[src/rup_pkg.sv]
package rup_pkg;
  // Clock rates and the internal oscillator tick derived from the core clock
  localparam int unsigned CORE_CLK_HZ    = 50_000_000;
  localparam int unsigned OSC_CLK_HZ     = 10_000_000;
  localparam int unsigned OSC_DIV_CYCLES = CORE_CLK_HZ / OSC_CLK_HZ;
  localparam logic [3:0]  OSC_DIV_LAST   = 4'(OSC_DIV_CYCLES - 1);

  // Control and staging register layout
  localparam int unsigned CTRL_WIDTH     = 21;
  localparam int unsigned CTRL_ANF_BIT   = 0;
  localparam int unsigned CTRL_PAGE_LSB  = 1;
  localparam int unsigned CTRL_PAGE_MSB  = 7;
  localparam int unsigned CTRL_LOPG_MSB  = 3;
  localparam int unsigned CTRL_HIPG_LSB  = 4;
  localparam int unsigned CTRL_WDEN_BIT  = 8;
  localparam int unsigned CTRL_WDVAL_LSB = 9;
  localparam int unsigned CTRL_WDVAL_MSB = 20;

  // Control contents after reset or a reconfiguration event
  localparam logic [20:0] CTRL_ALL_ZERO  = 21'h000000;
  localparam logic [20:0] CTRL_LOCAL_APP = 21'h000003;

  // Cause flags
  localparam int unsigned CAUSE_WIDTH    = 5;
  localparam int unsigned CAUSE_CRC      = 0;
  localparam int unsigned CAUSE_EXT_ERR  = 1;
  localparam int unsigned CAUSE_CORE     = 2;
  localparam int unsigned CAUSE_RST_PIN  = 3;
  localparam int unsigned CAUSE_TIMEOUT  = 4;
  localparam logic [4:0]  CAUSE_RESET    = 5'h00;

  // Serial access shifter: staging or control on top, cause flags below
  localparam int unsigned SHIFT_WIDTH    = CTRL_WIDTH + CAUSE_WIDTH;
  localparam logic [25:0] SHIFT_RESET    = 26'h0000000;

  // Watchdog reload count: 12 set bits above 17 zero bits
  localparam int unsigned WD_WIDTH       = 29;
  localparam int unsigned WD_ZERO_BITS   = 17;
  localparam logic [16:0] WD_LOW_FILL    = 17'h00000;

  // Sequencer states
  typedef enum logic [1:0] {
    RUP_ST_INIT = 2'b00,
    RUP_ST_LOAD = 2'b01,
    RUP_ST_USER = 2'b10
  } rup_state_type;
endpackage

[src/rup_core.sv]
`timescale 1ns/1ps
module rup_core (
  // Clock and reset
  input  wire logic        core_clk_in,
  input  wire logic        arst_n_in,
  // Straps
  input  wire logic        remote_mode_in,
  input  wire logic        active_serial_scheme_in,
  // Serial access port from the logic array
  input  wire logic        user_shift_clock_in,
  input  wire logic        shift_not_load_in,
  input  wire logic        capture_not_update_in,
  input  wire logic        serial_in_in,
  input  wire logic        logic_reconfig_request_n_in,
  input  wire logic        timer_restart_n_in,
  output logic             serial_out_out,
  // Configuration events
  input  wire logic        crc_error_in,
  input  wire logic        external_error_pin_n_in,
  input  wire logic        external_reset_pin_n_in,
  input  wire logic        config_done_in,
  // Configuration controls
  output logic             reconfig_start_out,
  output logic             user_mode_out,
  output logic [2:0]       page_select_out,
  output logic [6:0]       serial_start_address_out,
  output logic             app_not_factory_out,
  output logic [4:0]       reconfig_cause_out
);

  localparam int unsigned NSYNC = 9;

  logic [NSYNC-1:0]        sync1_reg;
  logic [NSYNC-1:0]        sync2_reg;
  logic [NSYNC-1:0]        sync3_reg;
  logic                    remote_reg;
  logic                    as_scheme_reg;
  logic [25:0]             serial_access_shifter_reg;
  logic [20:0]             pending_page_staging_reg;
  logic [20:0]             active_page_control_reg;
  logic [20:0]             active_page_control_next;
  logic [4:0]              reconfig_cause_reg;
  logic [4:0]              reconfig_cause_next;
  logic [4:0]              event_pend_reg;
  logic [3:0]              osc_div_reg;
  logic                    osc_tick;
  logic [28:0]             wd_count_reg;
  logic [28:0]             wd_reload;
  logic                    wd_run;
  logic                    wd_expired;
  rup_pkg::rup_state_type  state_reg;
  rup_pkg::rup_state_type  state_next;
  logic                    apply_event;
  logic                    start_pend_reg;

  // Synchronised inputs, named after the last stage
  logic                    clk_s;
  logic                    clk_rise;
  logic                    shift_s;
  logic                    capt_s;
  logic                    din_s;
  logic                    req_rise;
  logic                    restart_s;
  logic                    crc_rise;
  logic                    ext_err_fall;
  logic                    rst_pin_fall;
  logic                    done_rise;
  logic                    anf;
  logic                    write_ok;

  // Two-flop synchronisers plus one history stage for edge detection
  always_ff @(posedge core_clk_in or negedge arst_n_in) begin
    if (!arst_n_in) begin
      sync1_reg <= {NSYNC{1'b1}};
      sync2_reg <= {NSYNC{1'b1}};
      sync3_reg <= {NSYNC{1'b1}};
    end else begin
      sync1_reg <= {user_shift_clock_in, shift_not_load_in, capture_not_update_in,
                    serial_in_in, logic_reconfig_request_n_in, timer_restart_n_in,
                    crc_error_in, external_reset_pin_n_in, config_done_in};
      sync2_reg <= sync1_reg;
      sync3_reg <= sync2_reg;
    end
  end

  // Stages reset high, so a pin idling low only falls and gives no false rise
  assign clk_s        = sync2_reg[8];
  assign clk_rise     = clk_s & ~sync3_reg[8];
  assign shift_s      = sync2_reg[7];
  assign capt_s       = sync2_reg[6];
  assign din_s        = sync2_reg[5];
  assign req_rise     = sync2_reg[4] & ~sync3_reg[4];
  assign restart_s    = sync2_reg[3];
  assign crc_rise     = sync2_reg[2] & ~sync3_reg[2];
  assign rst_pin_fall = ~sync2_reg[1] & sync3_reg[1];
  assign done_rise    = sync2_reg[0] & ~sync3_reg[0];

  // Error pin has its own synchroniser, reset high like the others
  logic [2:0] err_sync_reg;
  always_ff @(posedge core_clk_in or negedge arst_n_in) begin
    if (!arst_n_in) begin
      err_sync_reg <= 3'h7;
    end else begin
      err_sync_reg <= {err_sync_reg[1:0], external_error_pin_n_in};
    end
  end
  assign ext_err_fall = ~err_sync_reg[1] & err_sync_reg[2];

  // Flag low means a factory image, the only one allowed to write
  assign anf      = active_page_control_reg[rup_pkg::CTRL_ANF_BIT];
  assign write_ok = remote_reg & ~anf;

  // Serial access shifter on user shift clock edges
  always_ff @(posedge core_clk_in or negedge arst_n_in) begin
    if (!arst_n_in) begin
      serial_access_shifter_reg <= rup_pkg::SHIFT_RESET;
    end else if (clk_rise) begin
      if (shift_s) begin
        serial_access_shifter_reg <= {din_s, serial_access_shifter_reg[25:1]};
      end else if (capt_s) begin
        // Factory reads see staging, applications see control
        serial_access_shifter_reg <= {(anf ? active_page_control_reg
                                           : pending_page_staging_reg),
                                      reconfig_cause_reg};
      end
    end
  end

  // Staging register written only from a factory image in remote mode
  always_ff @(posedge core_clk_in or negedge arst_n_in) begin
    if (!arst_n_in) begin
      pending_page_staging_reg <= rup_pkg::CTRL_ALL_ZERO;
    end else if (clk_rise && !shift_s && !capt_s && write_ok) begin
      pending_page_staging_reg <= serial_access_shifter_reg[25:5];
    end
  end

  // Serial output straight from the shifter's low flip-flop
  assign serial_out_out = serial_access_shifter_reg[0];

  // Internal oscillator tick derived from the core clock
  always_ff @(posedge core_clk_in or negedge arst_n_in) begin
    if (!arst_n_in) begin
      osc_div_reg <= 4'h0;
    end else if (osc_div_reg == rup_pkg::OSC_DIV_LAST) begin
      osc_div_reg <= 4'h0;
    end else begin
      osc_div_reg <= osc_div_reg + 4'h1;
    end
  end
  assign osc_tick = (osc_div_reg == rup_pkg::OSC_DIV_LAST);

  // Watchdog: runs only for an enabled application image in user mode
  assign wd_reload  = {active_page_control_reg[rup_pkg::CTRL_WDVAL_MSB:rup_pkg::CTRL_WDVAL_LSB],
                       rup_pkg::WD_LOW_FILL};
  assign wd_run     = remote_reg & anf & active_page_control_reg[rup_pkg::CTRL_WDEN_BIT]
                      & (state_reg == rup_pkg::RUP_ST_USER);
  assign wd_expired = wd_run & (wd_count_reg == 29'h00000000);

  // Watchdog counter, held at reload while idle or restarted
  always_ff @(posedge core_clk_in or negedge arst_n_in) begin
    if (!arst_n_in) begin
      wd_count_reg <= 29'h00000000;
    end else if (!wd_run || !restart_s) begin
      wd_count_reg <= wd_reload;
    end else if (osc_tick && wd_count_reg != 29'h00000000) begin
      wd_count_reg <= wd_count_reg - 29'h00000001;
    end
  end

  // Pending events held until the next oscillator tick; a new event wins over the clear
  logic [4:0] event_now;
  assign event_now[rup_pkg::CAUSE_CRC]     = crc_rise & (state_reg == rup_pkg::RUP_ST_LOAD);
  assign event_now[rup_pkg::CAUSE_EXT_ERR] = ext_err_fall & (state_reg == rup_pkg::RUP_ST_LOAD);
  assign event_now[rup_pkg::CAUSE_CORE]    = req_rise & (state_reg == rup_pkg::RUP_ST_USER);
  assign event_now[rup_pkg::CAUSE_RST_PIN] = rst_pin_fall & (state_reg != rup_pkg::RUP_ST_INIT);
  // A standing timeout is not latched again while it is being applied
  assign event_now[rup_pkg::CAUSE_TIMEOUT] = wd_expired & ~event_pend_reg[rup_pkg::CAUSE_TIMEOUT];
  assign apply_event = osc_tick & (event_pend_reg != 5'h00);

  // Pending event flags
  always_ff @(posedge core_clk_in or negedge arst_n_in) begin
    if (!arst_n_in) begin
      event_pend_reg <= 5'h00;
    end else if (apply_event) begin
      event_pend_reg <= event_now;
    end else begin
      event_pend_reg <= event_pend_reg | event_now;
    end
  end

  // Control and cause contents chosen by mode and highest-priority event
  always_comb begin
    active_page_control_next = active_page_control_reg;
    reconfig_cause_next      = reconfig_cause_reg;
    if (event_pend_reg[rup_pkg::CAUSE_RST_PIN]) begin
      reconfig_cause_next      = 5'h01 << rup_pkg::CAUSE_RST_PIN;
      active_page_control_next = remote_reg ? rup_pkg::CTRL_ALL_ZERO
                                            : rup_pkg::CTRL_LOCAL_APP;
    end else if (event_pend_reg[rup_pkg::CAUSE_EXT_ERR]) begin
      reconfig_cause_next      = 5'h01 << rup_pkg::CAUSE_EXT_ERR;
      active_page_control_next = rup_pkg::CTRL_ALL_ZERO;
    end else if (event_pend_reg[rup_pkg::CAUSE_CRC]) begin
      reconfig_cause_next      = 5'h01 << rup_pkg::CAUSE_CRC;
      active_page_control_next = rup_pkg::CTRL_ALL_ZERO;
    end else if (event_pend_reg[rup_pkg::CAUSE_TIMEOUT]) begin
      reconfig_cause_next      = 5'h01 << rup_pkg::CAUSE_TIMEOUT;
      active_page_control_next = rup_pkg::CTRL_ALL_ZERO;
    end else if (event_pend_reg[rup_pkg::CAUSE_CORE]) begin
      reconfig_cause_next      = 5'h01 << rup_pkg::CAUSE_CORE;
      // Remote copies staging with its flag untouched; local returns to page one
      active_page_control_next = remote_reg ? pending_page_staging_reg
                                            : rup_pkg::CTRL_LOCAL_APP;
    end
  end

  // Control register, initialised per strap after reset release
  always_ff @(posedge core_clk_in or negedge arst_n_in) begin
    if (!arst_n_in) begin
      active_page_control_reg <= rup_pkg::CTRL_ALL_ZERO;
    end else if (state_reg == rup_pkg::RUP_ST_INIT) begin
      active_page_control_reg <= remote_mode_in ? rup_pkg::CTRL_ALL_ZERO
                                                : rup_pkg::CTRL_LOCAL_APP;
    end else if (apply_event) begin
      active_page_control_reg <= active_page_control_next;
    end
  end

  // Cause register, replaced whole by the winning event
  always_ff @(posedge core_clk_in or negedge arst_n_in) begin
    if (!arst_n_in) begin
      reconfig_cause_reg <= rup_pkg::CAUSE_RESET;
    end else if (apply_event) begin
      reconfig_cause_reg <= reconfig_cause_next;
    end
  end

  // Update mode strap, caught on the first edge after reset release
  always_ff @(posedge core_clk_in or negedge arst_n_in) begin
    if (!arst_n_in) begin
      remote_reg <= 1'b0;
    end else if (state_reg == rup_pkg::RUP_ST_INIT) begin
      remote_reg <= remote_mode_in;
    end
  end

  // Scheme strap, caught on the same edge
  always_ff @(posedge core_clk_in or negedge arst_n_in) begin
    if (!arst_n_in) begin
      as_scheme_reg <= 1'b0;
    end else if (state_reg == rup_pkg::RUP_ST_INIT) begin
      as_scheme_reg <= active_serial_scheme_in;
    end
  end

  // Sequencer: load an image, enter user mode, restart on any event
  always_comb begin
    case (state_reg)
      rup_pkg::RUP_ST_INIT: state_next = rup_pkg::RUP_ST_LOAD;
      rup_pkg::RUP_ST_LOAD: state_next = apply_event ? rup_pkg::RUP_ST_LOAD
          : (done_rise ? rup_pkg::RUP_ST_USER : rup_pkg::RUP_ST_LOAD);
      rup_pkg::RUP_ST_USER: state_next = apply_event ? rup_pkg::RUP_ST_LOAD
          : rup_pkg::RUP_ST_USER;
      default:              state_next = rup_pkg::RUP_ST_INIT;
    endcase
  end

  // Sequencer state register
  always_ff @(posedge core_clk_in or negedge arst_n_in) begin
    if (!arst_n_in) begin
      state_reg <= rup_pkg::RUP_ST_INIT;
    end else begin
      state_reg <= state_next;
    end
  end

  // Start request on entry to loading, before the new control reaches the pins
  always_ff @(posedge core_clk_in or negedge arst_n_in) begin
    if (!arst_n_in) begin
      start_pend_reg <= 1'b0;
    end else begin
      start_pend_reg <= (state_reg == rup_pkg::RUP_ST_INIT) || apply_event;
    end
  end

  // Start pulse delayed one cycle so it lines up with the page and cause outputs
  always_ff @(posedge core_clk_in or negedge arst_n_in) begin
    if (!arst_n_in) begin
      reconfig_start_out <= 1'b0;
    end else begin
      reconfig_start_out <= start_pend_reg;
    end
  end

  // Page select for the parallel and passive serial schemes
  always_ff @(posedge core_clk_in or negedge arst_n_in) begin
    if (!arst_n_in) begin
      page_select_out <= 3'h0;
    end else begin
      page_select_out <= as_scheme_reg ? 3'h0
          : active_page_control_reg[rup_pkg::CTRL_LOPG_MSB:rup_pkg::CTRL_PAGE_LSB];
    end
  end

  // Start address bits for the active serial scheme
  always_ff @(posedge core_clk_in or negedge arst_n_in) begin
    if (!arst_n_in) begin
      serial_start_address_out <= 7'h00;
    end else begin
      serial_start_address_out <= as_scheme_reg
          ? active_page_control_reg[rup_pkg::CTRL_PAGE_MSB:rup_pkg::CTRL_PAGE_LSB]
          : 7'h00;
    end
  end

  // Application flag output
  always_ff @(posedge core_clk_in or negedge arst_n_in) begin
    if (!arst_n_in) begin
      app_not_factory_out <= 1'b0;
    end else begin
      app_not_factory_out <= anf;
    end
  end

  // Cause flags output
  always_ff @(posedge core_clk_in or negedge arst_n_in) begin
    if (!arst_n_in) begin
      reconfig_cause_out <= 5'h00;
    end else begin
      reconfig_cause_out <= reconfig_cause_reg;
    end
  end

  // User mode indication
  always_ff @(posedge core_clk_in or negedge arst_n_in) begin
    if (!arst_n_in) begin
      user_mode_out <= 1'b0;
    end else begin
      user_mode_out <= (state_reg == rup_pkg::RUP_ST_USER);
    end
  end

endmodule

[config.mk]
export PLATFORM = sky130hd
export DESIGN_NAME = rup_core
export DESIGN_NICKNAME = d
export VERILOG_FILES = /design/src/rup_pkg.sv /design/src/rup_core.sv
export SDC_FILE = /design/constraint.sdc
export NUM_CORES = 1
export LEC_CHECK = 0
export BUFFER_PORTS_ARGS = -buffer_cell sky130_fd_sc_hd__clkbuf_2
export CAP_MARGIN = 25
export CELL_PAD_IN_SITES_DETAIL_PLACEMENT = 0
export CELL_PAD_IN_SITES_GLOBAL_PLACEMENT = 2
export CORE_ASPECT_RATIO = 0.75
export CORE_MARGIN = 3
export CORE_UTILIZATION = 41
export DETAILED_ROUTE_END_ITERATION = 12
export GPL_ROUTABILITY_DRIVEN = 0
export PLACE_DENSITY = 0.9
export SYNTH_ARGS = -nofsm -noshare
export SYNTH_HDL_FRONTEND = slang
export SYNTH_SLANG_ARGS = --single-unit
[constraint.sdc]
create_clock -name core_clk_in -period 3.2 [get_ports core_clk_in]
set_input_delay 0.64 -clock core_clk_in [delete_from_list [all_inputs] [get_ports core_clk_in]]
set_output_delay 0.64 -clock core_clk_in [all_outputs]
set_load 0.005 [all_outputs]
==> flow_metrics.py <==
metrics = {
    "status": {
        "outcome": "completed",
    },
    "critical_path": {
        "crit_family": "simple AND/OR/NAND/NOR gates",
        "crit_path_end_kind": "flip-flop",
        "timing.rr.start": "wd_count_reg[13]$_DFFE_PN0P_",
        "cp_data_required_time_ns": 3.54,
        "max_stage_delay_ns": 0.68,
        "startpoint_type": "flip-flop",
        "cp_cell_sequence": "or4_1 -> or4_4 -> o21ai_4 -> o21ai_0 -> a31oi_1",
        "cp_slowest_cell": "or4_4",
        "path_class": "reg -> reg",
        "worstRegToRegCells": 5,
        "regToRegSetupSlack_ns": 0.63,
        "critPathArrivalTime_ns": 2.91,
        "rr_endpoint": "wd_count_reg[19]$_DFFE_PN0P_",
        "cp_num_buf_inv": 0,
        "path_max_fanout": 19,
    },
    "placement": {
        "io_buffers": 32,
        "hpwl_mm": 8.73,
        "dp.cells": 839,
    },
    "clock_network": {
        "cts_tree": "yes",
        "postCtsSetupRepairBufs": 0,
        "root_buffer": "clkbuf_16",
        "numCtsBuffers": 17,
        "clkLatencyLatePin_ns": 0.42,
        "path_clk_slew_ns": 0.06,
        "h-tree-depth": 4,
        "clock_path_buffers": 2,
        "cts_resized": 0,
        "cts_hold_buf": 0,
        "cts.sinks": 160,
    },
    "sta": {
        "setup_viol": 0,
        "max_freq_ghz": 0.390,
        "tightest_slew_ns": 0.887,
        "rsz0062_at_grt": "no",
        "relSlewSlack_pct": 40.8,
        "drv_slew": 0,
        "fin_crit_sh_pct": 80.2,
        "timing.setup.tns_ns": 0,
        "post-route-min-period_ns": 2.57,
        "clock_skew_ns": 0.0128,
        "hold_viol": 0,
    },
    "synthesis": {
        "yosys_warnings": 0,
        "ys_top_cells_by_count": "dfrtp_1 (134), nand2_1 (91), o21ai_0 (61)",
        "synth_edf_count": 0,
        "yosysTopAreaCellShare_pct": 50.0,
        "async_flop_share_pct": 100,
        "synth-simple-area-share_pct": 15.9,
        "synth_compound_area_share_pct": 11.1,
        "synth-seq-cells": 160,
        "synthXorXnorAreaFrac_pct": 1.83,
        "syn_nets": 637,
        "yosysSeqAreaShare_pct": 60.2,
        "synth_area_leaders": "dfrtp_1 (50%), dfstp_2 (10%), nand2_1 (5.1%)",
        "yosys.area.top_type": "dfrtp_1",
        "synth.area.mux_share_pct": 7.25,
        "ys_types": 45,
        "avgSynthCellArea_sq_um": 10.8,
        "synth-main-ff-cell": "dfrtp_1",
        "yosysMostFrequentCell": "dfrtp_1",
        "synth_top_family_by_area": "simple AND/OR/NAND/NOR gates",
        "syn_area_sq_um": 6710,
        "yosys.area_share.adder_pct": 0.746,
        "synthCells": 619,
    },
    "final_layout": {
        "largest_register_ffs": 29,
        "drive_gt1_share_pct": 20.3,
        "layout.nets": 671,
        "n_antenna_cell": 0,
        "syn_to_final_growth_pct": 15.0,
        "fill_cells": 1433,
        "multi_input_area_sq_um": 2480,
        "fin_cells": 871,
        "seqCellArea_sq_um": 4040,
    },
    "power": {
        "clkPwrFrac_pct": 42.3,
        "p_sw_w": 0.00122,
        "combPwrFrac_pct": 10.1,
        "seqPwrFrac_pct": 47.6,
        "fin_total_pwr_w": 0.00481,
        "power_leakage_nw": 3.52,
        "power_density_nw_per_um2": 623,
        "sw_frac_of_total_pct": 25.3,
        "ir_worst_vdd_mv": 0.416,
        "p_int_w": 0.00359,
    },
    "floorplan": {
        "core_area_sq_um": 15600,
        "die_h_um": 117,
        "die_w_um": 154,
        "num_rows": 39,
        "start_util_pct": 43.0,
        "pin_count": 33,
        "dieArea_sq_um": 18000,
    },
    "drt": {
        "drtIter0Drc": 239,
        "wirelength_mm": 13.3,
        "drtAntennaViolNets": 0,
        "viasPerCell": 5.26,
        "first_pass_iters": 4,
        "drc": 0,
        "vias": 4581,
        "wl_per_cell_um": 15.3,
    },
    "grt": {
        "grtUsageTotal_pct": 16.1,
        "grt_remaining_overflow": 0,
        "grt_pass1_wl_mm": 23.2,
        "grt_max_degree": 79,
        "grt_pass1_vias": 4672,
        "antenna_found_initial": 0,
    },
    "hold_path": {
        "hold_path.class": "in -> async",
    },
    "job": {
        "cap_viol_max_count": 0,
    },
}
## per-stage QoR
stage               worst slack, ns  area [sq um]  hold slack [ns]  util (%)
finish                        0.635          7720            0.245      49.4
global route                  0.476          7720            0.276      49.4
CTS                           0.637          7720            0.268      49.4
detailed placement            0.650          7120            0.336      45.6
global placement              0.686          7120            0.334      45.6
floorplan                     0.841          6710            0.331         -
## metal layers
layer / global-route usage [%] / routed length [um] / vias up
met5: 0 / 0 / -
met2: 25.8 / 6160 / 54
met3: 3.34 / 335 / 14
met4: 5.35 / 165 / 0
met1: 22.4 / 6620 / 2286
li1: - / - / 2227
## worst max path at each step
| stage | end | cells after the start | slack (ns) | from |
|---|---|---|---|---|
| floorplan | wd_count_reg[20]$_DFFE_PN0P_ | 7 | 0.84 | wd_count_reg[5]$_DFFE_PN0P_ |
| global placement | wd_count_reg[19]$_DFFE_PN0P_ | 5 | 0.69 | wd_count_reg[13]$_DFFE_PN0P_ |
| detailed placement | wd_count_reg[19]$_DFFE_PN0P_ | 5 | 0.65 | wd_count_reg[13]$_DFFE_PN0P_ |
| CTS | wd_count_reg[19]$_DFFE_PN0P_ | 5 | 0.64 | wd_count_reg[13]$_DFFE_PN0P_ |
| global route | wd_count_reg[19]$_DFFE_PN0P_ | 5 | 0.48 | wd_count_reg[13]$_DFFE_PN0P_ |
| finish | wd_count_reg[19]$_DFFE_PN0P_ | 5 | 0.63 | wd_count_reg[13]$_DFFE_PN0P_ |
## cells by family (layout without fill, tap and decap cells)
kind of cell               count (synthesis)  in the layout
DFF                                      160            160
AOI/OAI and AO/OA                        130            130
adders and majority gates                  4              4
buffers and inverters                     45             92
and+or+nand+nor                          220            220
xor gates and xnor gates                  14             14
muxes                                     46             46
## power by group through the flow
stage	Sequential (W)	Combinational (W)	Clock, W
2_1_floorplan	0.00228	0.000334	0
5_1_grt	0.00231	0.000553	0.00218
6_report	0.00229	0.000484	0.00204
4_1_cts	0.00229	0.000496	0.00209
3_5_place_dp	0.00233	0.000495	0
3_3_place_gp	0.00232	0.000487	0
## final cells by class
cell class	instances	share of cell area [%]
clock buffers	22	6.15
clock inverters	10	1.61
inverters	12	0.584
multi-input cells	414	32.2
flip-flops and latches	160	52.3
well taps	205	3.32
repair buffers	48	3.88
## cell usage in the layout, fill, tap and decap left out, drive strengths merged, types with 17 or more instances in the layout
| master | instances |
|---|---|
| dfrtp | 134 |
| nand2 | 91 |
| o21ai | 66 |
| clkbuf | 53 |
| nor2 | 50 |
| a21oi | 31 |
| dfstp | 26 |
| mux2i | 25 |
| mux2 | 21 |
| buf | 17 |
Note: power is estimated with default switching activity, not from simulation.
